===== src/rst_seq_pkg.sv =====
// reset and power-on sequencer: shared constants and types
// assumes a single core_clk domain at 50 MHz; rtc tick arrives as a one-cycle pulse
package rst_seq_pkg;

  localparam int unsigned CLK_HZ          = 50000000;
  localparam int unsigned HALT_TIME_S     = 4;
  localparam int unsigned HALT_CYCLES     = HALT_TIME_S * CLK_HZ;

  // register map (own layout, word addresses in bytes)
  localparam logic [7:0] CTRL_ADDR     = 8'h00;
  localparam logic [7:0] STATUS_ADDR   = 8'h04;
  localparam logic [7:0] DEADMAN_ADDR  = 8'h08;
  localparam logic [7:0] CAUSE_ADDR    = 8'h0C;
  localparam logic [7:0] CORE_SR_ADDR  = 8'h10;
  localparam logic [7:0] RANDOM_ADDR   = 8'h14;
  localparam logic [7:0] WIRED_ADDR    = 8'h18;
  localparam logic [7:0] CONFIG_ADDR   = 8'h1C;
  localparam logic [7:0] VECTOR_ADDR   = 8'h20;

  // ctrl register fields
  localparam int unsigned CTRL_DM_EN_BIT   = 0;
  localparam int unsigned CTRL_DM_CLR_BIT  = 1;
  localparam int unsigned CTRL_HALT_CLR    = 2;
  localparam int unsigned CTRL_SHUTDOWN    = 3;

  // core status register fields
  localparam int unsigned SR_ERL_BIT  = 2;
  localparam int unsigned SR_SR_BIT   = 20;
  localparam int unsigned SR_TS_BIT   = 21;
  localparam int unsigned SR_BEV_BIT  = 22;

  localparam logic [4:0]  RANDOM_RESET = 5'h1F;
  localparam logic [4:0]  WIRED_RESET  = 5'h00;
  localparam logic [19:0] CONFIG_MID_RESET = 20'h04800;

  // reset vector and exception vectors, bootstrap and normal
  localparam logic [31:0] RESET_VEC32 = 32'hBFC00000;
  localparam logic [63:0] BEV_TLB_VEC = 64'hFFFFFFFFBFC00200;
  localparam logic [63:0] BEV_GEN_VEC = 64'hFFFFFFFFBFC00380;
  localparam logic [63:0] TLB_VEC     = 64'hFFFFFFFF80000000;
  localparam logic [63:0] GEN_VEC     = 64'hFFFFFFFF80000180;

  // power-on handshake and deadman period, in rtc ticks
  localparam logic [2:0] SAMPLE_TICKS  = 3'h3;
  localparam logic [2:0] ABORT_TICKS   = 3'h1;
  localparam logic [2:0] RELEASE_TICKS = 3'h4;
  localparam logic [15:0] DEADMAN_RESET = 16'hFFFF;

  // cause codes reported in the cause register
  localparam logic [2:0] CAUSE_POR      = 3'h0;
  localparam logic [2:0] CAUSE_SWITCH   = 3'h1;
  localparam logic [2:0] CAUSE_DEADMAN  = 3'h2;
  localparam logic [2:0] CAUSE_SHUTDOWN = 3'h3;
  localparam logic [2:0] CAUSE_HALT     = 3'h4;

  typedef enum logic [2:0] {
    PWR_OFF     = 3'b000,
    PWR_RAISE   = 3'b001,
    PWR_HOLD    = 3'b011,
    PWR_RUN     = 3'b010,
    PWR_ABORT   = 3'b110
  } pwr_state_e;

  typedef struct packed {
    logic power_switch;
    logic carrier_detect;
    logic wake_alarm;
  } start_cause_s;

  typedef struct packed {
    logic battery_inhibit_input;
    logic battery_lock_input;
  } battery_s;

endpackage


===== src/reset_and_power_on_sequencer.sv =====
// reset and power-on sequencer: gathers reset sources, core reset values and
// the power-on handshake with external battery circuitry
// assumes inputs synchronous to core_clk; rtc_tick is a one-cycle pulse per rtc period
`timescale 1ns/10ps
`default_nettype none

module reset_and_power_on_sequencer #(
  parameter int unsigned HALT_CYCLES = rst_seq_pkg::HALT_CYCLES
) (
  // clock and reset
  input  wire logic                      core_clk,
  input  wire logic                      rst,
  input  wire logic                      rtc_tick,
  // reset sources
  input  wire logic                      power_on_reset_input,
  input  wire logic                      reset_switch_input,
  input  wire logic                      deep_sleep_exec,
  // start causes and battery pins
  input  wire rst_seq_pkg::start_cause_s start_cause,
  input  wire rst_seq_pkg::battery_s     battery,
  // power pins
  output logic                           power_on_indicator,
  output logic                           main_power_output,
  output logic                           dram_self_refresh,
  // core side
  output logic                           core_reset,
  output logic                           bus_master,
  output logic [31:0]                    fetch_addr,
  output logic [63:0]                    tlb_vector,
  output logic [63:0]                    gen_vector,
  // register port
  input  wire logic [7:0]                reg_addr,
  input  wire logic [31:0]               reg_wdata,
  input  wire logic                      reg_wr,
  input  wire logic                      reg_rd,
  output logic [31:0]                    reg_rdata
);

  ////////////////////////////////////////////////////////////////////////////
  // register writes

  logic        wr_ctrl;
  logic        dm_en_q;
  logic        dm_clear;
  logic        halt_clear;
  logic        sw_shutdown;
  logic [15:0] dm_period_q;

  assign wr_ctrl     = reg_wr && (reg_addr == rst_seq_pkg::CTRL_ADDR);
  assign dm_clear    = wr_ctrl && reg_wdata[rst_seq_pkg::CTRL_DM_CLR_BIT];
  assign halt_clear  = wr_ctrl && reg_wdata[rst_seq_pkg::CTRL_HALT_CLR];
  assign sw_shutdown = (wr_ctrl && reg_wdata[rst_seq_pkg::CTRL_SHUTDOWN]) || deep_sleep_exec;

  logic        sys_rst_q;
  logic        pmu_rst;
  rst_seq_pkg::pwr_state_e pwr_q;
  rst_seq_pkg::pwr_state_e pwr_prev_q;
  assign pmu_rst = rst || power_on_reset_input;

  // deadman enable and period live with the pmu, so a system reset keeps them
  always_ff @(posedge core_clk) begin
    if (pmu_rst) begin
      dm_en_q     <= 1'b0;
      dm_period_q <= rst_seq_pkg::DEADMAN_RESET;
    end else begin
      if (wr_ctrl)
        dm_en_q <= reg_wdata[rst_seq_pkg::CTRL_DM_EN_BIT];
      if (reg_wr && reg_addr == rst_seq_pkg::DEADMAN_ADDR)
        dm_period_q <= reg_wdata[15:0];
    end
  end

  ////////////////////////////////////////////////////////////////////////////
  // deadman timer, counted in rtc ticks

  logic [15:0] dm_cnt_q;
  logic        dm_fire;

  assign dm_fire = dm_en_q && rtc_tick && (dm_cnt_q >= dm_period_q);

  always_ff @(posedge core_clk) begin
    if (pmu_rst || sys_rst_q || !dm_en_q || dm_clear)
      dm_cnt_q <= 16'h0000;
    else if (rtc_tick)
      dm_cnt_q <= dm_cnt_q + 16'h0001;
  end

  ////////////////////////////////////////////////////////////////////////////
  // halt timer: runs once after power-on reset, stopped by software

  logic [31:0] halt_cnt_q;
  logic        halt_armed_q;
  logic        halt_fire;

  assign halt_fire = halt_armed_q && (halt_cnt_q == HALT_CYCLES[31:0] - 32'h1);

  always_ff @(posedge core_clk) begin
    if (pmu_rst) begin
      halt_cnt_q   <= 32'h0;
      halt_armed_q <= 1'b1;
    end else if (halt_clear || halt_fire) begin
      halt_cnt_q   <= 32'h0;
      halt_armed_q <= 1'b0;
    end else if (halt_armed_q) begin
      halt_cnt_q <= halt_cnt_q + 32'h1;
    end
  end

  ////////////////////////////////////////////////////////////////////////////
  // shutdown: self-refresh rises first, main power drops in the same cycle as the reset

  logic shut_q;

  always_ff @(posedge core_clk) begin
    if (pmu_rst)
      shut_q <= 1'b0;
    else if (sw_shutdown)
      shut_q <= 1'b1;
    // main power coming back ends self-refresh; clearing only in run would send the core straight back off
    else if (pwr_q == rst_seq_pkg::PWR_HOLD && pwr_prev_q != rst_seq_pkg::PWR_HOLD)
      shut_q <= 1'b0;
  end

  assign dram_self_refresh = shut_q;

  ////////////////////////////////////////////////////////////////////////////
  // combined system reset, one flop so core sees a clean level

  logic sys_req;
  logic [2:0] cause_q;

  // power-on reset clears everything, the rest spare the pmu state
  assign sys_req = pmu_rst || reset_switch_input || dm_fire || halt_fire
                   || shut_q || (pwr_q != rst_seq_pkg::PWR_RUN);

  always_ff @(posedge core_clk) begin
    if (rst)
      sys_rst_q <= 1'b1;
    else
      sys_rst_q <= sys_req;
  end

  always_ff @(posedge core_clk) begin
    if (rst || power_on_reset_input)
      cause_q <= rst_seq_pkg::CAUSE_POR;
    else if (reset_switch_input)
      cause_q <= rst_seq_pkg::CAUSE_SWITCH;
    else if (dm_fire)
      cause_q <= rst_seq_pkg::CAUSE_DEADMAN;
    else if (sw_shutdown)
      cause_q <= rst_seq_pkg::CAUSE_SHUTDOWN;
    else if (halt_fire)
      cause_q <= rst_seq_pkg::CAUSE_HALT;
  end

  assign core_reset = sys_rst_q;
  assign bus_master = !sys_rst_q;

  ////////////////////////////////////////////////////////////////////////////
  // power-on handshake on rtc ticks

  logic [2:0]              tick_cnt_q;
  logic                    any_start;
  logic                    batt_ok;

  assign any_start = start_cause.power_switch || start_cause.carrier_detect
                     || start_cause.wake_alarm;
  assign batt_ok   = battery.battery_inhibit_input && battery.battery_lock_input;

  always_ff @(posedge core_clk) begin
    if (pmu_rst) begin
      pwr_q      <= rst_seq_pkg::PWR_OFF;
      tick_cnt_q <= 3'h0;
    end else begin
      case (pwr_q)
        rst_seq_pkg::PWR_OFF: begin
          tick_cnt_q <= 3'h0;
          if (any_start)
            pwr_q <= rst_seq_pkg::PWR_RAISE;
        end
        rst_seq_pkg::PWR_RAISE: begin
          if (rtc_tick) begin
            if (tick_cnt_q == rst_seq_pkg::SAMPLE_TICKS - 3'h1) begin
              tick_cnt_q <= 3'h0;
              pwr_q <= batt_ok ? rst_seq_pkg::PWR_HOLD : rst_seq_pkg::PWR_ABORT;
            end else begin
              tick_cnt_q <= tick_cnt_q + 3'h1;
            end
          end
        end
        rst_seq_pkg::PWR_HOLD: begin
          if (rtc_tick) begin
            if (tick_cnt_q == rst_seq_pkg::RELEASE_TICKS - 3'h1) begin
              tick_cnt_q <= 3'h0;
              pwr_q      <= rst_seq_pkg::PWR_RUN;
            end else begin
              tick_cnt_q <= tick_cnt_q + 3'h1;
            end
          end
        end
        rst_seq_pkg::PWR_ABORT: begin
          if (rtc_tick && tick_cnt_q == rst_seq_pkg::ABORT_TICKS - 3'h1)
            pwr_q <= rst_seq_pkg::PWR_OFF;
          else if (rtc_tick)
            tick_cnt_q <= tick_cnt_q + 3'h1;
        end
        rst_seq_pkg::PWR_RUN: begin
          // shutdown returns to off; later start causes restart the handshake
          if (shut_q)
            pwr_q <= rst_seq_pkg::PWR_OFF;
        end
        default: pwr_q <= rst_seq_pkg::PWR_OFF;
      endcase
    end
  end

  always_ff @(posedge core_clk) begin
    if (pmu_rst)
      pwr_prev_q <= rst_seq_pkg::PWR_OFF;
    else
      pwr_prev_q <= pwr_q;
  end

  always_ff @(posedge core_clk) begin
    if (pmu_rst) begin
      power_on_indicator <= 1'b0;
      main_power_output  <= 1'b0;
    end else begin
      power_on_indicator <= (pwr_q == rst_seq_pkg::PWR_RAISE) || (pwr_q == rst_seq_pkg::PWR_HOLD)
                            || (pwr_q == rst_seq_pkg::PWR_ABORT);
      main_power_output  <= (pwr_q == rst_seq_pkg::PWR_HOLD || pwr_q == rst_seq_pkg::PWR_RUN)
                            && !shut_q;
    end
  end

  ////////////////////////////////////////////////////////////////////////////
  // core register reset values

  logic        bev_q;
  logic        erl_q;
  logic        ts_q;
  logic        srf_q;
  logic [4:0]  random_q;
  logic [4:0]  wired_q;
  logic [31:0] config_q;

  always_ff @(posedge core_clk) begin
    if (sys_rst_q) begin
      ts_q  <= 1'b0;
      srf_q <= 1'b0;
      erl_q <= 1'b1;
      bev_q <= 1'b1;
    end else if (reg_wr && reg_addr == rst_seq_pkg::CORE_SR_ADDR) begin
      ts_q  <= reg_wdata[rst_seq_pkg::SR_TS_BIT];
      srf_q <= reg_wdata[rst_seq_pkg::SR_SR_BIT];
      erl_q <= reg_wdata[rst_seq_pkg::SR_ERL_BIT];
      bev_q <= reg_wdata[rst_seq_pkg::SR_BEV_BIT];
    end
  end

  always_ff @(posedge core_clk) begin
    if (sys_rst_q)
      random_q <= rst_seq_pkg::RANDOM_RESET;
    else if (random_q == wired_q)
      random_q <= rst_seq_pkg::RANDOM_RESET;
    else
      random_q <= random_q - 5'h01;
  end

  always_ff @(posedge core_clk) begin
    if (sys_rst_q)
      wired_q <= rst_seq_pkg::WIRED_RESET;
    else if (reg_wr && reg_addr == rst_seq_pkg::WIRED_ADDR)
      wired_q <= reg_wdata[4:0];
  end

  // undefined config bits are held at zero for determinism
  always_ff @(posedge core_clk) begin
    if (sys_rst_q)
      config_q <= {4'h0, 5'h00, rst_seq_pkg::CONFIG_MID_RESET, 3'h0};
    else if (reg_wr && reg_addr == rst_seq_pkg::CONFIG_ADDR)
      config_q <= {4'h0, reg_wdata[27:0]};
  end

  assign fetch_addr = rst_seq_pkg::RESET_VEC32;
  assign tlb_vector = bev_q ? rst_seq_pkg::BEV_TLB_VEC : rst_seq_pkg::TLB_VEC;
  assign gen_vector = bev_q ? rst_seq_pkg::BEV_GEN_VEC : rst_seq_pkg::GEN_VEC;

  ////////////////////////////////////////////////////////////////////////////
  // register reads

  always_ff @(posedge core_clk) begin
    if (rst) begin
      reg_rdata <= 32'h0;
    end else if (reg_rd) begin
      case (reg_addr)
        rst_seq_pkg::CTRL_ADDR:    reg_rdata <= {31'h0, dm_en_q};
        rst_seq_pkg::STATUS_ADDR:  reg_rdata <= {25'h0, pwr_q, shut_q, halt_armed_q, sys_rst_q, main_power_output};
        rst_seq_pkg::DEADMAN_ADDR: reg_rdata <= {16'h0, dm_period_q};
        rst_seq_pkg::CAUSE_ADDR:   reg_rdata <= {29'h0, cause_q};
        rst_seq_pkg::CORE_SR_ADDR: reg_rdata <= {9'h0, bev_q, ts_q, srf_q, 17'h0, erl_q, 2'h0};
        rst_seq_pkg::RANDOM_ADDR:  reg_rdata <= {27'h0, random_q};
        rst_seq_pkg::WIRED_ADDR:   reg_rdata <= {27'h0, wired_q};
        rst_seq_pkg::CONFIG_ADDR:  reg_rdata <= config_q;
        rst_seq_pkg::VECTOR_ADDR:  reg_rdata <= fetch_addr;
        default:                   reg_rdata <= 32'h0;
      endcase
    end else begin
      reg_rdata <= 32'h0;
    end
  end

  ////////////////////////////////////////////////////////////////////////////
  // assertions

  bev_after_reset_a: assert property (@(posedge core_clk) disable iff (rst)
    $fell(sys_rst_q) |-> bev_q && erl_q && !ts_q && !srf_q)
    else $error("status flags wrong after reset");

  random_reset_a: assert property (@(posedge core_clk) disable iff (rst)
    $fell(sys_rst_q) |-> random_q == 5'h1F)
    else $error("random not 31 after reset");

  wired_reset_a: assert property (@(posedge core_clk) disable iff (rst)
    $fell(sys_rst_q) |-> wired_q == 5'h00)
    else $error("wired not zero after reset");

  config_reset_a: assert property (@(posedge core_clk) disable iff (rst)
    $fell(sys_rst_q) |-> config_q[22:3] == 20'h04800 && config_q[31:28] == 4'h0)
    else $error("config reset value wrong");

  switch_reset_a: assert property (@(posedge core_clk) disable iff (rst)
    reset_switch_input |=> sys_rst_q && !bus_master)
    else $error("switch did not reset");

  shutdown_power_a: assert property (@(posedge core_clk) disable iff (pmu_rst)
    sw_shutdown |=> dram_self_refresh ##1 !main_power_output && sys_rst_q)
    else $error("shutdown order wrong");

  abort_drop_a: assert property (@(posedge core_clk) disable iff (pmu_rst)
    pwr_q == rst_seq_pkg::PWR_ABORT && rtc_tick |-> ##2 !power_on_indicator)
    else $error("indicator not dropped on abort");

  start_raise_a: assert property (@(posedge core_clk) disable iff (pmu_rst)
    pwr_q == rst_seq_pkg::PWR_OFF && any_start |-> ##2 power_on_indicator)
    else $error("indicator not raised on start");

  vector_sel_a: assert property (@(posedge core_clk) disable iff (rst)
    bev_q |-> tlb_vector == 64'hFFFFFFFFBFC00200 && gen_vector == 64'hFFFFFFFFBFC00380)
    else $error("bootstrap vectors wrong");

  halt_fire_a: assert property (@(posedge core_clk) disable iff (pmu_rst)
    halt_fire |=> sys_rst_q)
    else $error("halt timeout did not reset");

  start_ok_c:  cover property (@(posedge core_clk) pwr_q == rst_seq_pkg::PWR_HOLD ##1 pwr_q == rst_seq_pkg::PWR_RUN);
  start_bad_c: cover property (@(posedge core_clk) pwr_q == rst_seq_pkg::PWR_ABORT);
  deadman_c:   cover property (@(posedge core_clk) dm_fire);

endmodule

`default_nettype wire


===== config.mk =====
export PLATFORM = sky130hd
export DESIGN_NAME = reset_and_power_on_sequencer
export DESIGN_NICKNAME = d
export VERILOG_FILES = /design/src/rst_seq_pkg.sv /design/src/reset_and_power_on_sequencer.sv
export SDC_FILE = /design/constraint.sdc
export NUM_CORES = 1
export LEC_CHECK = 0
export BUFFER_PORTS_ARGS = -buffer_cell sky130_fd_sc_hd__buf_4
export CAP_MARGIN = 0
export CORE_UTILIZATION = 40
export DETAILED_ROUTE_END_ITERATION = 12
export HOLD_SLACK_MARGIN = 0.06
export PLACE_DENSITY = 0.65
export SLEW_MARGIN = 20
export SYNTH_ARGS = -nofsm -noshare
export SYNTH_HDL_FRONTEND = slang
export SYNTH_SLANG_ARGS = --single-unit
export TNS_END_PERCENT = 5

===== constraint.sdc =====
create_clock -name core_clk -period 4.8 [get_ports core_clk]
set_clock_uncertainty 0.15 [all_clocks]
set_input_delay 0.96 -clock core_clk [delete_from_list [all_inputs] [get_ports core_clk]]
set_output_delay 0.96 -clock core_clk [all_outputs]
set_load 0.005 [all_outputs]

==> results_dict.tcl <==
set metrics [dict create \
    status "complete, no violations" \
    port_buffers 102 \
    core-area_mm2 0.01946 \
    final_max_slew_viol_count 0 \
    reg2reg_depth 6 \
    finalPower_mw 2.794 \
    synth_edf_count 0 \
    worstPathCellList "buf_4, nor4b_2, and3_1, buf_4, nand2_1, nand2_1, a21oi_1" \
    initial_core_util 0.4082 \
    cp.required_ns 4.95 \
    critPathSlowestCell "nand2_1" \
    htreeDepth 4 \
    cts_buffer_depth 2 \
    cp-start-kind "input port" \
    synth_ff_type "dfxtp_1" \
    yosys.area.top_type "dfxtp_1" \
    cts-hold-fix-buffers 0 \
    min-delay-start "config_q[16]" \
    vias_per_cell 4.661 \
    crit_type "in -> reg" \
    rows 51 \
    max_stage_delay_ns 0.66 \
    p_per_area_mw_per_mm2 317.1 \
    relSlewSlack 0.3257 \
    r2r_setup_slack_ns 2.34 \
    design.die.area_mm2 0.02043 \
    final_cell_area_mm2 0.008813 \
    min_period_over_period 0.5916 \
    seq_area_frac_synth 0.3855 \
    fin_util 0.4528 \
    cp-end-kind "flip-flop" \
    routabilityCongestion 0.8427 \
    die_x_um 142.9 \
    worstMarginPinSlew_ns 1.009 \
    hold_depth 2 \
    grt_pass1_vias 5137 \
    gr-usage-met3 0.03957 \
    synthCells 936 \
    avgSynthCellArea_um2 8.488 \
    first_iter_violations 302 \
    drt-total-wl_um 16050 \
    startpoint "reg_addr[5]" \
    numCtsBuffers 17 \
    grtUsageMet1 0.1929 \
    cts-resized-gates 0 \
    leakage_nw 3.635 \
    ant_nets 0 \
    cts_root_buf "clkbuf_16" \
    overflow 0 \
    synth.top_cells.by_count "171 x buf_4, 153 x dfxtp_1, 126 x nand2_1" \
    clk_latency_ns 0.42 \
    drc 0 \
    min_period_ns 2.840 \
    critPathMaxFanout 30 \
    instances_no_fill 1281 \
    cts.sinks 153 \
    rsz0062_at_grt "false" \
    peakVddDrop_v 0.0002500 \
    path_buf_inv 2 \
    die_h_um 142.9 \
    grt_pass1_wl_um 25410 \
    async_flop_share 0 \
    cp.arrival_ns 2.99 \
    synth_area_leaders "dfxtp_1 39%, buf_4 16%, nand2_1 6.0%" \
    hpwl_um 11670 \
    maxCapViolations 0 \
    grt_usage 0.1584 \
    yosysMostFrequentCell "buf_4" \
    cts_setup_buffers 0 \
    grt_max_degree 37 \
    grt.met2_usage 0.2673 \
    dp.cells 1248 \
    r2r_start "halt_cnt_q[0]" \
    max_clock_freq_mhz 352.2 \
    multi_input_area_mm2 0.003860 \
    area_delta_synth_final_pct 10.93 \
    first_pass_iters 7 \
    setup_violations 0 \
    synth-seq-cells 153 \
    grt.busiest_layer "met2" \
    regArea_mm2 0.003063 \
    crit_family "simple AND/OR/NAND/NOR gates" \
    antenna_found_initial 0 \
    synth_top_area_frac 0.3855 \
    hold_end "config_q[16]" \
    fillers 1916 \
    ys_types 65 \
    synth_warnings 0 \
    drive_above_1_share 0.1586 \
    io_pins 250 \
    cts_tree "done" \
    final_hold_viol_count 0 \
    num_vias 5971 \
    path_clk_slew_ns 0.06 \
    synthesis.area_mm2 0.007945 \
    placed_area_mm2 0.008185 \
    r2r-end "halt_armed_q" \
    hp-class "reg -> reg" \
    post_drt_wl_per_cell_um 12.53 \
    fin_tns_setup_ns 0 \
    nNetsFinal 1079 \
]
==> worst min-delay path: cells and delay by family (launching register included) <==
kind            cells  cell delay [ns]
flops               1             0.30
simple gates        1             0.05
compound gates      1             0.05
==> sequential cells by signal (all words and copies together), names as in the netlist, 3 cells and up <==
signal / flops
halt_cnt_q: 32
reg_rdata: 29
config_q: 28
dm_cnt_q: 16
dm_period_q: 16
random_q: 5
wired_q: 5
cause_q: 3
pwr_prev_q: 3
pwr_q: 3
tick_cnt_q: 3
==> cells in the final DEF (no fill, tap or decap), drive strengths merged, types with 9 or more instances in the layout <==
cell type,synthesis,final
nor2,80,80
a21oi,59,59
nand2,126,126
conb,2,143
xnor2,21,21
nor3,12,12
xor2,30,30
nand4,22,22
clkbuf,17,18
inv,34,40
dfxtp,153,153
ha,24,24
buf,184,107
o211ai,19,19
nand3,28,28
a22oi,18,18
nor4,9,9
o21ai,10,10
and3,14,14
==> stage by stage <==
stage | worst slack, ns | hold slack, ns
floorplan | 2.433 | 0.2556
global placement | 1.545 | 0.2879
detailed placement | 1.527 | 0.2935
CTS | 1.971 | 0.3047
global route | 1.738 | 0.3231
finish | 1.960 | 0.3028
==> per-layer routing <==
metal  up-vias  share of wire
li1       2990              -
met3        21          0.064
met4         0          0.016
met5         -              0
met2       187           0.49
met1      2773           0.43
==> kinds of logic (layout without fill, tap and decap cells) <==
kind of cell	Yosys count	after routing	synth area share
AND/OR/NAND/NOR	331	331	0.2083
AO/OA/AOI/OAI	134	134	0.1080
buffers and inverters	235	173	0.1953
other	2	144	0.0009452
XOR/XNOR	51	51	0.05622
adder cells (fa/ha/maj)	24	24	0.03780
flip-flops	153	153	0.3855
multiplexers	6	6	0.007874
==> layout make-up <==
| type | count | area share |
|---|---|---|
| diodes | 1 | 0.0002839 |
| clock buffers | 18 | 0.04983 |
| clock inverters | 14 | 0.02115 |
| inverters | 34 | 0.01448 |
| multi-input cells | 689 | 0.4380 |
| flip-flops and latches | 153 | 0.3475 |
| well taps | 265 | 0.03762 |
| repair buffers | 107 | 0.09114 |
==> power breakdown <==
group | switching [mW] | internal, mW | leakage [nW]
sequential | 0.00676 | 1.27 | 1.23
clock | 0.559 | 0.845 | 0.300
combinational | 0.0692 | 0.0402 | 2.10
total | 0.635 | 2.16 | 3.63
==> worst max path at each step <==
stage                                end  cells past startpoint
after floorplan           dm_period_q[0]                      7
after global placement      config_q[14]                      7
after detailed placement    config_q[27]                      7
after CTS                   config_q[27]                      7
after global routing        config_q[26]                      7
final                       config_q[27]                      7
(Power assumes the default switching activity.)
